<file path="src/ddr_io_consts.vh">
/*
 * register offsets, field positions, reset values and timing counts
 * for the ddr i/o block; assumes a 20 MHz system clock.
 */
`ifndef DDR_IO_CONSTS_VH
`define DDR_IO_CONSTS_VH
// register byte offsets
`define A_CTRL 8'h00
`define A_DLY 8'h04
`define A_WIDTH 8'h08
`define A_GRP 8'h0C
`define A_FREQ 8'h10
`define A_STAT 8'h14
`define A_CMD 8'h18
// control fields
`define F_DIR 1:0
`define F_GEAR2X 2
`define F_SINGLE 3
`define F_LOCAL_SET 4
`define F_CKE_EN 5
`define F_DQ_TS 6
`define F_DQS_TS 7
`define F_MEM 8
`define F_DDR2 9
`define F_DIFF 10
`define F_JIT_HI 11
`define CTRL_RST 12'h8C0
// directions
`define DIR_IN 2'h0
`define DIR_OUT 2'h1
`define DIR_BIDI 2'h2
`define DIR_TRI 2'h3
// delay fields and modes
`define F_DMODE 1:0
`define F_MULT 5:2
`define F_DYN 9:6
`define DM_DYN 2'h0
`define DM_FIX 2'h1
`define DM_XGMII 2'h2
`define XGMII_TAP 4'h0
`define DLY_RST 10'h000
// defaults and limits
`define WIDTH_RST 7'h08
`define WIDTH_MAX 7'h40
`define GRP_RST 4'h1
`define FREQ_RST 9'h0C8
`define DDR_FMIN 9'h064
`define DDR_FMAX 9'h0C8
`define DDR2_FMIN 9'h0A6
`define DDR2_FMAX 9'h10A
`define JIT_ADVISE 9'h096
// timing
`define CLK_NS 50
`define DLL_LOCK_HI_NS 1600
`define DLL_LOCK_LO_NS 800
`define LOCK_HI_CYC (`DLL_LOCK_HI_NS / `CLK_NS)
`define LOCK_LO_CYC (`DLL_LOCK_LO_NS / `CLK_NS)
`define DQS_HALF_NS 200
`define DQS_HALF_CYC (`DQS_HALF_NS / `CLK_NS)
`endif

</file>
<file path="src/ddr_io.v">
/*
 * ddr i/o block: register file, input capture with delay line, output
 * serialiser with strobe generator, dll lock model and receive fifo.
 * assumes the strobe and data pins are asynchronous to clk and much
 * slower than it (strobe period at least 8 clk cycles).
 */
`timescale 1ns/1ps
`default_nettype none
`include "ddr_io_consts.vh"

// receive fifo with a registered output stage
module ddr_fifo #(parameter W = 32, parameter D = 8, parameter AW = 3)
(
   // clock and reset
   input wire clk,
   input wire reset_n,
   // fill side
   input wire [W-1:0] in_data,
   input wire in_valid,
   output wire in_ready,
   // drain side
   output reg [W-1:0] out_data_ff,
   output reg out_valid_ff,
   input wire out_ready,
   // level flags
   output wire full,
   output wire empty
);
   reg [W-1:0] mem [0:D-1];
   reg [AW-1:0] wp_ff;
   reg [AW-1:0] rp_ff;
   reg [AW:0] cnt_ff;
   wire push;
   wire pop;
   assign full = (cnt_ff == D);
   assign empty = (cnt_ff == 0);
   assign in_ready = !full;
   assign push = in_valid && !full;
   assign pop = !empty && (!out_valid_ff || out_ready);
   // storage and pointers
   always @(posedge clk)
   begin
      if (!reset_n)
      begin
         wp_ff <= {AW{1'b0}};
         rp_ff <= {AW{1'b0}};
         cnt_ff <= {(AW+1){1'b0}};
         out_valid_ff <= 1'b0;
         out_data_ff <= {W{1'b0}};
      end
      else
      begin
         if (push)
         begin
            mem[wp_ff] <= in_data;
            wp_ff <= wp_ff + 1'b1;
         end
         if (pop)
         begin
            out_data_ff <= mem[rp_ff];
            rp_ff <= rp_ff + 1'b1;
         end
         if (pop)
            out_valid_ff <= 1'b1;
         else if (out_ready)
            out_valid_ff <= 1'b0;
         cnt_ff <= cnt_ff + {{AW{1'b0}}, push} - {{AW{1'b0}}, pop};
      end
   end
endmodule

module ddr_io
(
   // clock and reset
   input wire clk,
   input wire reset_n,
   // register port
   input wire [7:0] addr,
   input wire [31:0] wr_data,
   input wire wr_en,
   input wire rd_en,
   output reg [31:0] rd_data_ff,
   // pins
   input wire dqs_in,
   input wire [7:0] dq_in,
   output reg [7:0] dq_out_ff,
   output reg dq_oe_n_ff,
   output reg dqs_out_ff,
   output reg dqs_oe_n_ff,
   output reg dqs_n_out_ff,
   output reg dqs_n_oe_n_ff,
   // fabric controls
   input wire cke,
   input wire dq_ts,
   input wire dqs_ts,
   // fabric transmit
   input wire [31:0] tx_data,
   input wire tx_valid,
   output reg tx_ready_ff,
   // fabric receive
   output wire [31:0] rx_data,
   output wire rx_valid,
   input wire rx_ready
);
   reg [11:0] ctrl_ff;
   reg [9:0] dly_ff;
   reg [6:0] width_ff;
   reg [3:0] grp_ff;
   reg [8:0] freq_ff;
   reg cfg_err_ff;
   reg ovf_ff;
   reg [7:0] lock_cnt_ff;
   reg lock_ff;
   reg dqs_s1_ff, dqs_s2_ff, dqs_s3_ff;
   reg [7:0] dq_s1_ff, dq_s2_ff;
   reg [7:0] dl_ff [0:15];
   reg [7:0] rise_ff, fall_ff;
   reg [15:0] half_ff;
   reg half_v_ff;
   reg pend_ff;
   reg [31:0] cap_ff;
   reg cap_v_ff;
   reg [2:0] div_ff;
   reg [1:0] ph_ff;
   reg [31:0] hold_ff;
   reg hold_v_ff;
   reg [31:0] nxt_hold;
   reg nxt_hold_v;
   reg [1:0] nxt_ph;
   reg [31:0] rd_mux;
   wire [1:0] dir;
   wire gear2x;
   wire dly_on;
   wire [3:0] tap;
   wire [7:0] lane_mask;
   wire [7:0] tap_data;
   wire rise_ev, fall_ev;
   wire cap_en;
   wire set_reset_pulse;
   wire [7:0] set_reset_val;
   wire in_ready;
   wire fifo_full, fifo_empty;
   wire freq_ok;
   wire [8:0] wfreq;
   wire tick;
   wire [1:0] ph_last;
   wire wr_ctrl, wr_freq, wr_stat;
   integer i;

   // memory flavour is always a bidirectional 1x data path
   assign dir = ctrl_ff[`F_MEM] ? `DIR_BIDI : ctrl_ff[`F_DIR];
   assign gear2x = ctrl_ff[`F_GEAR2X] &&
      (dir == `DIR_IN || dir == `DIR_OUT);
   assign dly_on = (dir == `DIR_IN || dir == `DIR_BIDI);
   // delay tap selection; multiplier only counts in fixed mode
   assign tap = !dly_on ? 4'h0 :
      (dly_ff[`F_DMODE] == `DM_FIX) ? dly_ff[`F_MULT] :
      (dly_ff[`F_DMODE] == `DM_XGMII) ? `XGMII_TAP :
      dly_ff[`F_DYN];
   // lanes above the configured width read and drive zero
   genvar g;
   generate
      for (g = 0; g < 8; g = g + 1)
      begin : lanes
         assign lane_mask[g] = (width_ff > g);
      end
   endgenerate
   assign tap_data = dl_ff[tap] & lane_mask;
   assign rise_ev = dqs_s2_ff && !dqs_s3_ff;
   assign fall_ev = !dqs_s2_ff && dqs_s3_ff;
   // capture stalls while the fifo is full; a half word already held is kept
   assign cap_en = dly_on && in_ready &&
      (!ctrl_ff[`F_CKE_EN] || cke);
   assign set_reset_pulse = wr_en && (addr == `A_CMD) && wr_data[0];
   assign set_reset_val = {8{ctrl_ff[`F_LOCAL_SET]}};
   assign wr_ctrl = wr_en && (addr == `A_CTRL);
   assign wr_freq = wr_en && (addr == `A_FREQ);
   assign wr_stat = wr_en && (addr == `A_STAT);
   assign wfreq = wr_data[8:0];
   assign freq_ok = ctrl_ff[`F_DDR2] ?
      (wfreq >= `DDR2_FMIN && wfreq <= `DDR2_FMAX) :
      (wfreq >= `DDR_FMIN && wfreq <= `DDR_FMAX);
   assign tick = (div_ff == `DQS_HALF_CYC - 1);
   assign ph_last = gear2x ? 2'h3 : 2'h1;

   // configuration registers; bad width, group and frequency values are refused, only bad group and frequency values flagged
   always @(posedge clk)
   begin
      if (!reset_n)
      begin
         ctrl_ff <= `CTRL_RST;
         dly_ff <= `DLY_RST;
         width_ff <= `WIDTH_RST;
         grp_ff <= `GRP_RST;
         freq_ff <= `FREQ_RST;
         cfg_err_ff <= 1'b0;
      end
      else
      begin
         if (wr_ctrl)
            ctrl_ff <= wr_data[11:0];
         if (wr_en && addr == `A_DLY)
            dly_ff <= wr_data[9:0];
         if (wr_en && addr == `A_WIDTH && wr_data[6:0] != 7'h00 &&
            wr_data[6:0] <= `WIDTH_MAX)
            width_ff <= wr_data[6:0];
         if (wr_en && addr == `A_GRP && (wr_data[3:0] == 4'h1 ||
            wr_data[3:0] == 4'h2 || wr_data[3:0] == 4'h4 ||
            wr_data[3:0] == 4'h8))
            grp_ff <= wr_data[3:0];
         if (wr_freq && freq_ok)
            freq_ff <= wfreq;
         // an error in the same cycle as its clear still sets
         if ((wr_freq && !freq_ok) || (wr_en && addr == `A_GRP &&
            wr_data[3:0] != 4'h1 && wr_data[3:0] != 4'h2 &&
            wr_data[3:0] != 4'h4 && wr_data[3:0] != 4'h8))
            cfg_err_ff <= 1'b1;
         else if (wr_stat && wr_data[1])
            cfg_err_ff <= 1'b0;
      end
   end

   // dll lock model: relocks after a frequency or sensitivity change
   always @(posedge clk)
   begin
      if (!reset_n)
      begin
         lock_cnt_ff <= 8'h00;
         lock_ff <= 1'b0;
      end
      else if ((wr_freq && freq_ok) || wr_ctrl)
      begin
         lock_cnt_ff <= 8'h00;
         lock_ff <= 1'b0;
      end
      else if (!lock_ff)
      begin
         lock_cnt_ff <= lock_cnt_ff + 8'h01;
         if (lock_cnt_ff == (ctrl_ff[`F_JIT_HI] ? `LOCK_HI_CYC - 1 :
            `LOCK_LO_CYC - 1))
            lock_ff <= 1'b1;
      end
   end

   // pin synchronisers and the input delay line
   always @(posedge clk)
   begin
      if (!reset_n)
      begin
         dqs_s1_ff <= 1'b0;
         dqs_s2_ff <= 1'b0;
         dqs_s3_ff <= 1'b0;
         dq_s1_ff <= 8'h00;
         dq_s2_ff <= 8'h00;
         for (i = 0; i < 16; i = i + 1)
            dl_ff[i] <= 8'h00;
      end
      else
      begin
         dqs_s1_ff <= dqs_in;
         dqs_s2_ff <= dqs_s1_ff;
         dqs_s3_ff <= dqs_s2_ff;
         dq_s1_ff <= dq_in;
         dq_s2_ff <= dq_s1_ff;
         dl_ff[0] <= dq_s2_ff;
         for (i = 1; i < 16; i = i + 1)
            dl_ff[i] <= dl_ff[i-1];
      end
   end

   // double-edge capture and gearing into fabric words
   always @(posedge clk)
   begin
      if (!reset_n)
      begin
         rise_ff <= 8'h00;
         fall_ff <= 8'h00;
         half_ff <= 16'h0000;
         half_v_ff <= 1'b0;
         pend_ff <= 1'b0;
         cap_ff <= 32'h0000_0000;
         cap_v_ff <= 1'b0;
         ovf_ff <= 1'b0;
      end
      else
      begin
         cap_v_ff <= 1'b0;
         if (set_reset_pulse)
         begin
            rise_ff <= set_reset_val;
            fall_ff <= set_reset_val;
            half_v_ff <= 1'b0;
            pend_ff <= 1'b0;
         end
         else if (cap_en)
         begin
            if (rise_ev)
               rise_ff <= tap_data;
            if (fall_ev)
               fall_ff <= tap_data;
            // in 1x, the single-clock option hands the pair over on the next rise
            if (fall_ev && !(ctrl_ff[`F_SINGLE] && !gear2x))
               pend_ff <= 1'b1;
            else if (rise_ev && ctrl_ff[`F_SINGLE] && !gear2x)
               pend_ff <= 1'b1;
            if (pend_ff)
            begin
               pend_ff <= 1'b0;
               if (gear2x && !half_v_ff)
               begin
                  half_ff <= {fall_ff, rise_ff};
                  half_v_ff <= 1'b1;
               end
               else
               begin
                  cap_ff <= gear2x ? {fall_ff, rise_ff, half_ff} :
                     {16'h0000, fall_ff, rise_ff};
                  cap_v_ff <= 1'b1;
                  half_v_ff <= 1'b0;
               end
            end
         end
         // edges lost while the fifo is full raise a sticky flag
         if (dly_on && !in_ready && (rise_ev || fall_ev))
            ovf_ff <= 1'b1;
         else if (wr_stat && wr_data[2])
            ovf_ff <= 1'b0;
      end
   end

   ddr_fifo #(.W(32), .D(8), .AW(3)) rx_fifo
   (
      .clk(clk),
      .reset_n(reset_n),
      .in_data(cap_ff),
      .in_valid(cap_v_ff),
      .in_ready(in_ready),
      .out_data_ff(rx_data),
      .out_valid_ff(rx_valid),
      .out_ready(rx_ready),
      .full(fifo_full),
      .empty(fifo_empty)
   );

   // transmit holding word and phase sequencing
   always @*
   begin
      nxt_hold = hold_ff;
      nxt_hold_v = hold_v_ff;
      nxt_ph = ph_ff;
      if (tick && dir != `DIR_IN && hold_v_ff)
      begin
         if (ph_ff == ph_last)
         begin
            nxt_ph = 2'h0;
            nxt_hold_v = 1'b0;
         end
         else
            nxt_ph = ph_ff + 2'h1;
      end
      if (tx_valid && tx_ready_ff)
      begin
         nxt_hold = tx_data;
         nxt_hold_v = 1'b1;
      end
   end

   // strobe divider and output pins; each phase goes out on a strobe toggle, rise or fall
   always @(posedge clk)
   begin
      if (!reset_n)
      begin
         div_ff <= 3'h0;
         ph_ff <= 2'h0;
         hold_ff <= 32'h0000_0000;
         hold_v_ff <= 1'b0;
         tx_ready_ff <= 1'b0;
         dq_out_ff <= 8'h00;
         dqs_out_ff <= 1'b0;
         dq_oe_n_ff <= 1'b1;
         dqs_oe_n_ff <= 1'b1;
         dqs_n_out_ff <= 1'b1;
         dqs_n_oe_n_ff <= 1'b1;
      end
      else
      begin
         div_ff <= tick ? 3'h0 : div_ff + 3'h1;
         hold_ff <= nxt_hold;
         hold_v_ff <= nxt_hold_v;
         ph_ff <= nxt_ph;
         tx_ready_ff <= !nxt_hold_v && dir != `DIR_IN;
         if (tick && dir != `DIR_IN)
         begin
            dqs_out_ff <= !dqs_out_ff;
            dqs_n_out_ff <= dqs_out_ff;
            dq_out_ff <= hold_v_ff ?
               hold_ff[{ph_ff, 3'h0} +: 8] & lane_mask : 8'h00;
         end
         dq_oe_n_ff <= (dir == `DIR_IN) ||
            (ctrl_ff[`F_DQ_TS] && dq_ts);
         dqs_oe_n_ff <= (dir == `DIR_IN) ||
            (ctrl_ff[`F_DQS_TS] && dqs_ts);
         dqs_n_oe_n_ff <= (dir == `DIR_IN) ||
            (ctrl_ff[`F_DQS_TS] && dqs_ts) ||
            !(ctrl_ff[`F_DDR2] && ctrl_ff[`F_DIFF]);
      end
   end

   // read mux; unmapped offsets read zero
   always @*
   begin
      case (addr)
         `A_CTRL: rd_mux = {20'h0_0000, ctrl_ff};
         `A_DLY: rd_mux = {22'h00_0000, dly_ff};
         `A_WIDTH: rd_mux = {25'h000_0000, width_ff};
         `A_GRP: rd_mux = {28'h000_0000, grp_ff};
         `A_FREQ: rd_mux = {23'h00_0000, freq_ff};
         `A_STAT: rd_mux = {26'h000_0000, fifo_full, fifo_empty,
            (freq_ff >= `JIT_ADVISE) && !ctrl_ff[`F_JIT_HI],
            ovf_ff, cfg_err_ff, lock_ff};
         default: rd_mux = 32'h0000_0000;
      endcase
   end

   // read data stands only in the cycle after the strobe
   always @(posedge clk)
   begin
      if (!reset_n)
         rd_data_ff <= 32'h0000_0000;
      else
         rd_data_ff <= rd_en ? rd_mux : 32'h0000_0000;
   end
endmodule
`default_nettype wire

</file>
<file path="config.mk">
export PLATFORM = sky130hd
export DESIGN_NAME = ddr_io
export DESIGN_NICKNAME = d
export VERILOG_FILES = /design/src/ddr_io.v
export VERILOG_INCLUDE_DIRS = /design/src
export SDC_FILE = /design/constraint.sdc
export NUM_CORES = 1
export LEC_CHECK = 0
export BUFFER_PORTS_ARGS = -buffer_cell sky130_fd_sc_hd__buf_2
export CAP_MARGIN = 20
export CORE_UTILIZATION = 60
export DETAILED_ROUTE_END_ITERATION = 8
export PLACE_DENSITY = 0.79
export SYNTH_ARGS = -nofsm -noshare
export SYNTH_HDL_FRONTEND = slang
export SYNTH_SLANG_ARGS = --single-unit
</file>
<file path="constraint.sdc">
create_clock -name clk -period 4.89 [get_ports clk]
set_input_delay 0.978 -clock clk [delete_from_list [all_inputs] [get_ports clk]]
set_output_delay 0.978 -clock clk [all_outputs]
set_load 0.05 [all_outputs]
</file>
# == Word-level counts from Yosys, hierarchy flattened ==
# Memories as Yosys holds them, arrays and structs flattened. A register that Yosys moved wholly into a read port is not among the register bits.
# Cells that the tools add are included.
# totals
reg_bits,234
mem_bits_rw,384
inputBits,90
wordCells,252
n_memories,2
# memory_table
memory,depth,width,rd,rd_clocked_by_memory_dff,write_ports,line_no,source
rx_fifo.mem,8,32,1,1,1,ddr_io.v:29,reg [W-1:0] mem [0:D-1];
dl_ff,16,8,16,0,16,ddr_io.v:116,reg [7:0] dl_ff [0:15];
# classes
n_addsub,7
order_cmp,14
eq_ne,22
n_shift,1
n_mux,54
bitwise,23
n_reduce_logical,92
# ops
cell,n
8-bit two-way mux,23
12-bit one-hot mux with 6 select lines,1
1-bit logical AND,43
32-bit two-way mux,1
32-bit by 6-bit indexed part select with 8-bit output,1
7-bit by 3-bit > comparator with 1-bit output (second input constant),4
8-bit by 5-bit == test with 1-bit output (second input constant),3
1-bit two-way mux,22
9-bit by 8-bit >= comparator with 1-bit output (second input constant),2
8-bit AND,2
8-bit by 4-bit == test with 1-bit output (second input constant),2
1-bit OR,16
1-bit logical NOT,15
7-bit by 1-bit > comparator with 1-bit output (second input constant),2
7-bit by 2-bit > comparator with 1-bit output (second input constant),2
2-bit nonzero test,7
1-bit logical OR,13
4-bit two-way mux,3
3-bit by 1-bit adder with 3-bit output (second input constant),3
9-bit by 7-bit >= comparator with 1-bit output (second input constant),1
9-bit by 8-bit <= comparator with 1-bit output (second input constant),1
9-bit <= comparator (second input constant),1
8-bit by 1-bit adder with 8-bit output (second input constant),1
4-bit == test (second input constant),2
other kinds (28),42

# == Depth between registers and ports, before layout ==
# logic_depth
depth_word,11
ltp_mapped,14
mapped_depth_nobuf,11

# == Cells and area by module ==
# A second synthesis with hierarchy kept.
# hier_totals
cells_unflattened,2064
hier_area_um2,24668.7
# by_module_without_submodules
module,instances,cells_per_inst,area_each_um2,seq_area_each_um2
ddr_io,1,1439,13289.0,6626.4
ddr_fifo,1,625,11379.7,8548.2

# == Worst setup path after synthesis ==
# Ideal clock, no wire load.
# synth_timing
kind,input to register
from,input reset_n
to,memory rx_fifo.mem[2][0] (enable)
setup_time_ns,0.461
t_arrival_ns,3.895
setup_slack_ns,0.534
cell_stages,4
n_path_buf,2
cell_sequence,clkbuf_1 clkbuf_1 nand3_1 nor3_1
# synth_via
elab_chain_len,2
# synth_lines
element,line_no,source
"start, declared",ddr_io.v:76,"input wire reset_n,"
1-bit two-way mux,ddr_io.v:43,if (!reset_n)
1-bit two-way mux (implied by the code),ddr_io.v:55,mem[wp_ff] <= in_data;
"end, declared",ddr_io.v:29,
# No other way between the ends.

# == Worst setup path in the final report ==
# layout_timing
from,register dly_ff[0]
to,register fall_ff[0]
# layout_via
elab_chain_len,9
word_cells_on_any_way,10
classes_between,2 x eq/ne; 6 x mux; 1 x bitwise; 1 x memory
# layout_lines
element,line_no,source
"start, declared",ddr_io.v:106,reg [9:0] dly_ff;
"start signal, assigned",ddr_io.v:192,dly_ff <= `DLY_RST;
"start signal, assigned",ddr_io.v:203,dly_ff <= wr_data[9:0];
2-bit == test (no line),n/a,
4-bit two-way mux,ddr_io.v:158,(dly_ff[`F_DMODE] == `DM_XGMII) ? `XGMII_TAP :
4-bit two-way mux (*),ddr_io.v:157,(dly_ff[`F_DMODE] == `DM_FIX) ? dly_ff[`F_MULT] :
4-bit two-way mux (*),ddr_io.v:156,assign tap = !dly_on ? 4'h0 :
memory read 16 x 8 bit (*),n/a,
8-bit AND (*),ddr_io.v:168,assign tap_data = dl_ff[tap] & lane_mask;
8-bit two-way mux (*),ddr_io.v:299,if (fall_ev)
8-bit two-way mux (*),ddr_io.v:295,else if (cap_en)
8-bit two-way mux (*),ddr_io.v:288,if (set_reset_pulse)
"end signal, assigned",ddr_io.v:291,fall_ff <= set_reset_val;
"end signal, assigned",ddr_io.v:300,fall_ff <= tap_data;
"end, declared",ddr_io.v:117,"reg [7:0] rise_ff, fall_ff;"
# Every way passes the cells marked *; elsewhere a longest branch is shown, timed or not. The select of a mux whose other input is x is not followed.
# A chain may end at the register's enable or synchronous reset.

==> results.md <==
Setup path:
- The number of cells on the worst reg-to-reg path is 7.
- Data on the critical path arrives at its endpoint at 3.96 ns.
- Of all nets on the critical path, the largest fanout is 24.
- The category of the worst setup path launch point is a register.
- The biggest cell delay along the critical path is roughly 0.90 ns.
- The critical path is of the register to register type.
- The highest-delay cell along the critical path is dfxtp_1.
- The category of the worst setup path capture point is a register.
- STA puts the critical path data required time at 5.44 ns.
- The signal on the critical path passes through buf_4 > and2_1 > or2_1 > o21ai_0 > a211o_1 > a211oi_2 > o221a_1.

Logic synthesis:
- Yosys attributes the largest share of cell area to edfxtp_1 (31%), dfxtp_1 (31%), mux4_2 (6.6%), and2_1 (4.3%), mux2i_1 (3.3%).
- In this run, distinct cell masters in the synthesized netlist total 85.
- The average instance in the mapped netlist occupies roughly 12 um2.
- The cell area that synthesis handed to floorplanning was 24500 um2.
- The sequential-to-total area share from yosys stat is 62.0%.
- The share of the synthesized area in the top cell type is 31.4%.
- The count of mapped cells out of synthesis is ~2000.
- The total of warnings raised by yosys is 0.
- The most used flip-flop cell after synthesis is dfxtp_1.
- After synthesis the netlist holds a flip-flop and latch count of between 600 and 700.
- The cell accounting for the most synthesized area is edfxtp_1.
- The async set-or-reset flop fraction in the synthesized netlist is 0%.
- The count of flip-flops with a built-in enable after synthesis is about 260.

Status:
- The flow ran to the end, and the final reports show no timing, DRC or antenna violations.

Floorplan:
- The total die area is 41600 um2.
- The area of the placeable core is about 40000 um2.
- about 170 I/O pins were placed.
- Once the floorplan was initialized, standard cells occupied just over 60% of the core.
- The standard-cell row count is 73.
- The y dimension of the die is between 200 and 250 um.
- The die width is 204 um.

Clock network:
- Clock tree synthesis inserted a total of 59 buffers.
- TritonCTS built the clock tree.
- The number of clock sinks is 630.
- The clock passes through at most 3 buffers.
- The number of setup buffers added after CTS is 0.
- The number of buffers added to fix hold violations after cts is 0.
- The post-cts resize count is 0.
- The clock-pin slew on the worst setup and hold paths is 0.06 ns.
- The maximum level of the CTS H-tree is 2.
- At the later pin of the worst-skew pair, clock insertion delay measures 0.62 ns.
- The tree is rooted in a clkbuf_16.

Finish:
- The final standard cell count with taps included and fillers excluded is approximately 2600.
- Of the cells placed in the final design, the portion with a size suffix greater than 1 is 16.8%.
- The final-stage net count is ~2200.
- The library cells used most frequently in the layout, excluding fill and tap cells, are dfxtp_1 (371), edfxtp_1 (256), nand2_1 (208), and2_1 (168), buf_2 (127).
- The area added between synthesis and finish is 12.0%.
- The leading cell type in the layout, fill and taps excluded is dfxtp_1.
- The number of antenna diodes in the final layout is 0.

STA:
- Setup repair after global routing left no endpoint under its margin.
- The total negative setup slack is 0 ns.
- Clock skew on the completed layout was measured at 0.0255 ns.
- The hold violation count in the final report is 0.
- The maximum clock rate is around 300 MHz.
- The shortest clock period the worst path allows after layout is 3.41 ns.
- The final critical path takes up between 60% and 70% of the cycle.
- Setup violations remaining at the end of the flow were counted as 0.
- Across all hold checks on the routed design, the worst slack comes to 0.422 ns.
- The number of pins with negative max-slew slack in the final report is 0.
- In this run the tightest slew margin relative to its limit is about a quarter.
- For the pin with the worst max-slew slack, the measured transition is 1.10 ns.
- After layout, the worst setup slack is 1.48 ns.

Placed design:
- The pre-CTS worst setup slack is 1.37 ns.
- In this run, placement finished with an instance count of 2521.
- The number of port buffers is 128.
- The estimated wirelength of the detail-placed design is around 33000 um.
- Routability-driven placement finished with a final weighted congestion of 0.875.

Global routing:
- The met3 layer usage reported by global route is under 10%.
- For met2 alone, demand over resource in global routing was a little under half.
- In the global route stage, met1 resource usage came out at 32.6%.
- The via count of the first global-routing pass came to 15891.
- In the global route stage, overall resource usage came out at 26.5%.
- Entering global routing, the biggest net connects 126 pins.
- The first global-routing pass estimated 85800 um of wire.
- The busiest layer in global routing is met2.
- The number of antenna violations at the first check in global routing was 0.
- The total overflow left after global routing is 0.

Power:
- In this run the power density over the cells is ~460 nW/um2.
- In this run the static leakage power is 9.66 nW.
- The peak supply drop is 309 uV.

Drt:
- After the first detailed-routing iteration, the DRC count stood at 1280.
- Dividing the detail-routed via count by the number of cells gives 6.06.
- For this run, design rule violations remaining after detail routing come to 0.
- Once detail routing completed, the nets flagged for antenna violations numbered 0.
- The first-pass iteration count of the detailed router is 8.
- The number of vias in the routed layout is 15941.
- The final routed wire length divided by cell count is 20.8 um.
- The total routed wirelength is roughly 55000 um.

Hold path:
- Along the worst hold path, the cell count comes to 1.
- The worst hold path belongs to the class register to register.

Flow run:
- The tool flagged a number of max-cap violations equal to 0.
## cell families (layout without fill, tap and decap cells)
kind of cell / count (synthesis) / in the layout / share of synthesized area [%]
AO/OA/AOI/OAI: 344 / 344 / 10.0
XOR/XNOR: 19 / 19 / 0.680
adder cells (fa/ha/maj): 14 / 14 / 0.746
buffers and inverters: 169 / 280 / 3.17
flip-flops: 630 / 630 / 62.0
multiplexers: 159 / 159 / 10.3
other: 1 / 20 / 0.0153
AND/OR/NAND/NOR: 641 / 641 / 13.1
## flip-flops by register name (all words and copies together), names as in the netlist, 4 cells and up
name,count
dq_s1_ff,8
cap_ff,32
rise_ff,8
fall_ff,8
ctrl_ff,12
dly_ff,10
grp_ff,4
dq_out_ff,8
rx_fifo.mem,256
rx_fifo.cnt_ff,4
width_ff,7
lock_cnt_ff,8
hold_ff,32
dl_ff,128
dq_s2_ff,8
rx_fifo.out_data_ff,32
freq_ff,9
half_ff,16
rd_data_ff,12
## through the flow
stage	area [um2]	util (%)	total power [W]
final	27400	68.5	0.0126
after global routing	27400	68.5	0.0130
after CTS	27400	68.5	0.0127
after detailed placement	25400	63.5	0.00805
after global placement	25400	63.5	0.00799
after floorplan	24600	-	0.00757
## cells in the mapped netlist, types with 31 or more instances
library cell	number
nand3_1	54
and2_1	168
mux4_2	72
a211oi_1	37
o21ai_0	40
nor2_1	113
a21boi_0	42
edfxtp_1	256
dfxtp_1	374
a21oi_1	74
buf_2	31
nand2_1	208
mux2i_1	81
clkbuf_1	90
## layer usage
| metal | vias to the layer above | wire length [um] |
|---|---|---|
| met2 | 588 | 27700 |
| met3 | 127 | 3420 |
| met5 | - | 0 |
| met4 | 0 | 1880 |
| met1 | 7891 | 21700 |
| li1 | 7335 | - |
## power by group
part | internal [W] | leakage [nW] | switching, W
Combinational | 0.000871 | 3.29 | 0.00124
Clock | 0.00267 | 0.971 | 0.00195
Sequential | 0.00562 | 5.41 | 0.000209
Total | 0.00916 | 9.66 | 0.00341
## worst max-delay path, delay by kind of cell (launching register included)
kind	cells	cell delay [ns]
AOI/OAI and AO/OA	4	1.27
buffers and inverters	1	0.31
DFF	1	0.90
and+or+nand+nor	2	0.84
## final cells by class
cell class                      instances  area, um2
Sequential cell                       630      15200
Fill cell                            2812      12600
Multi-Input combinational cell       1197       8650
Clock buffer                           84       1730
Timing Repair Buffer                  155        891
Tap cell                              525        657
Clock inverter                         26        256
Inverter                               15       56.3
## worst paths after layout
path / startpoint / endpoint / slack [ns]
hold reg to reg: div_ff[0] / div_ff[0] / 0.42
setup reg to reg: dly_ff[0] / fall_ff[0] / 1.48
hold / removal: div_ff[0] / div_ff[0] / 0.42
setup / recovery: dly_ff[0] / fall_ff[0] / 1.48
No activity file was read; power rests on OpenSTA's default activity.
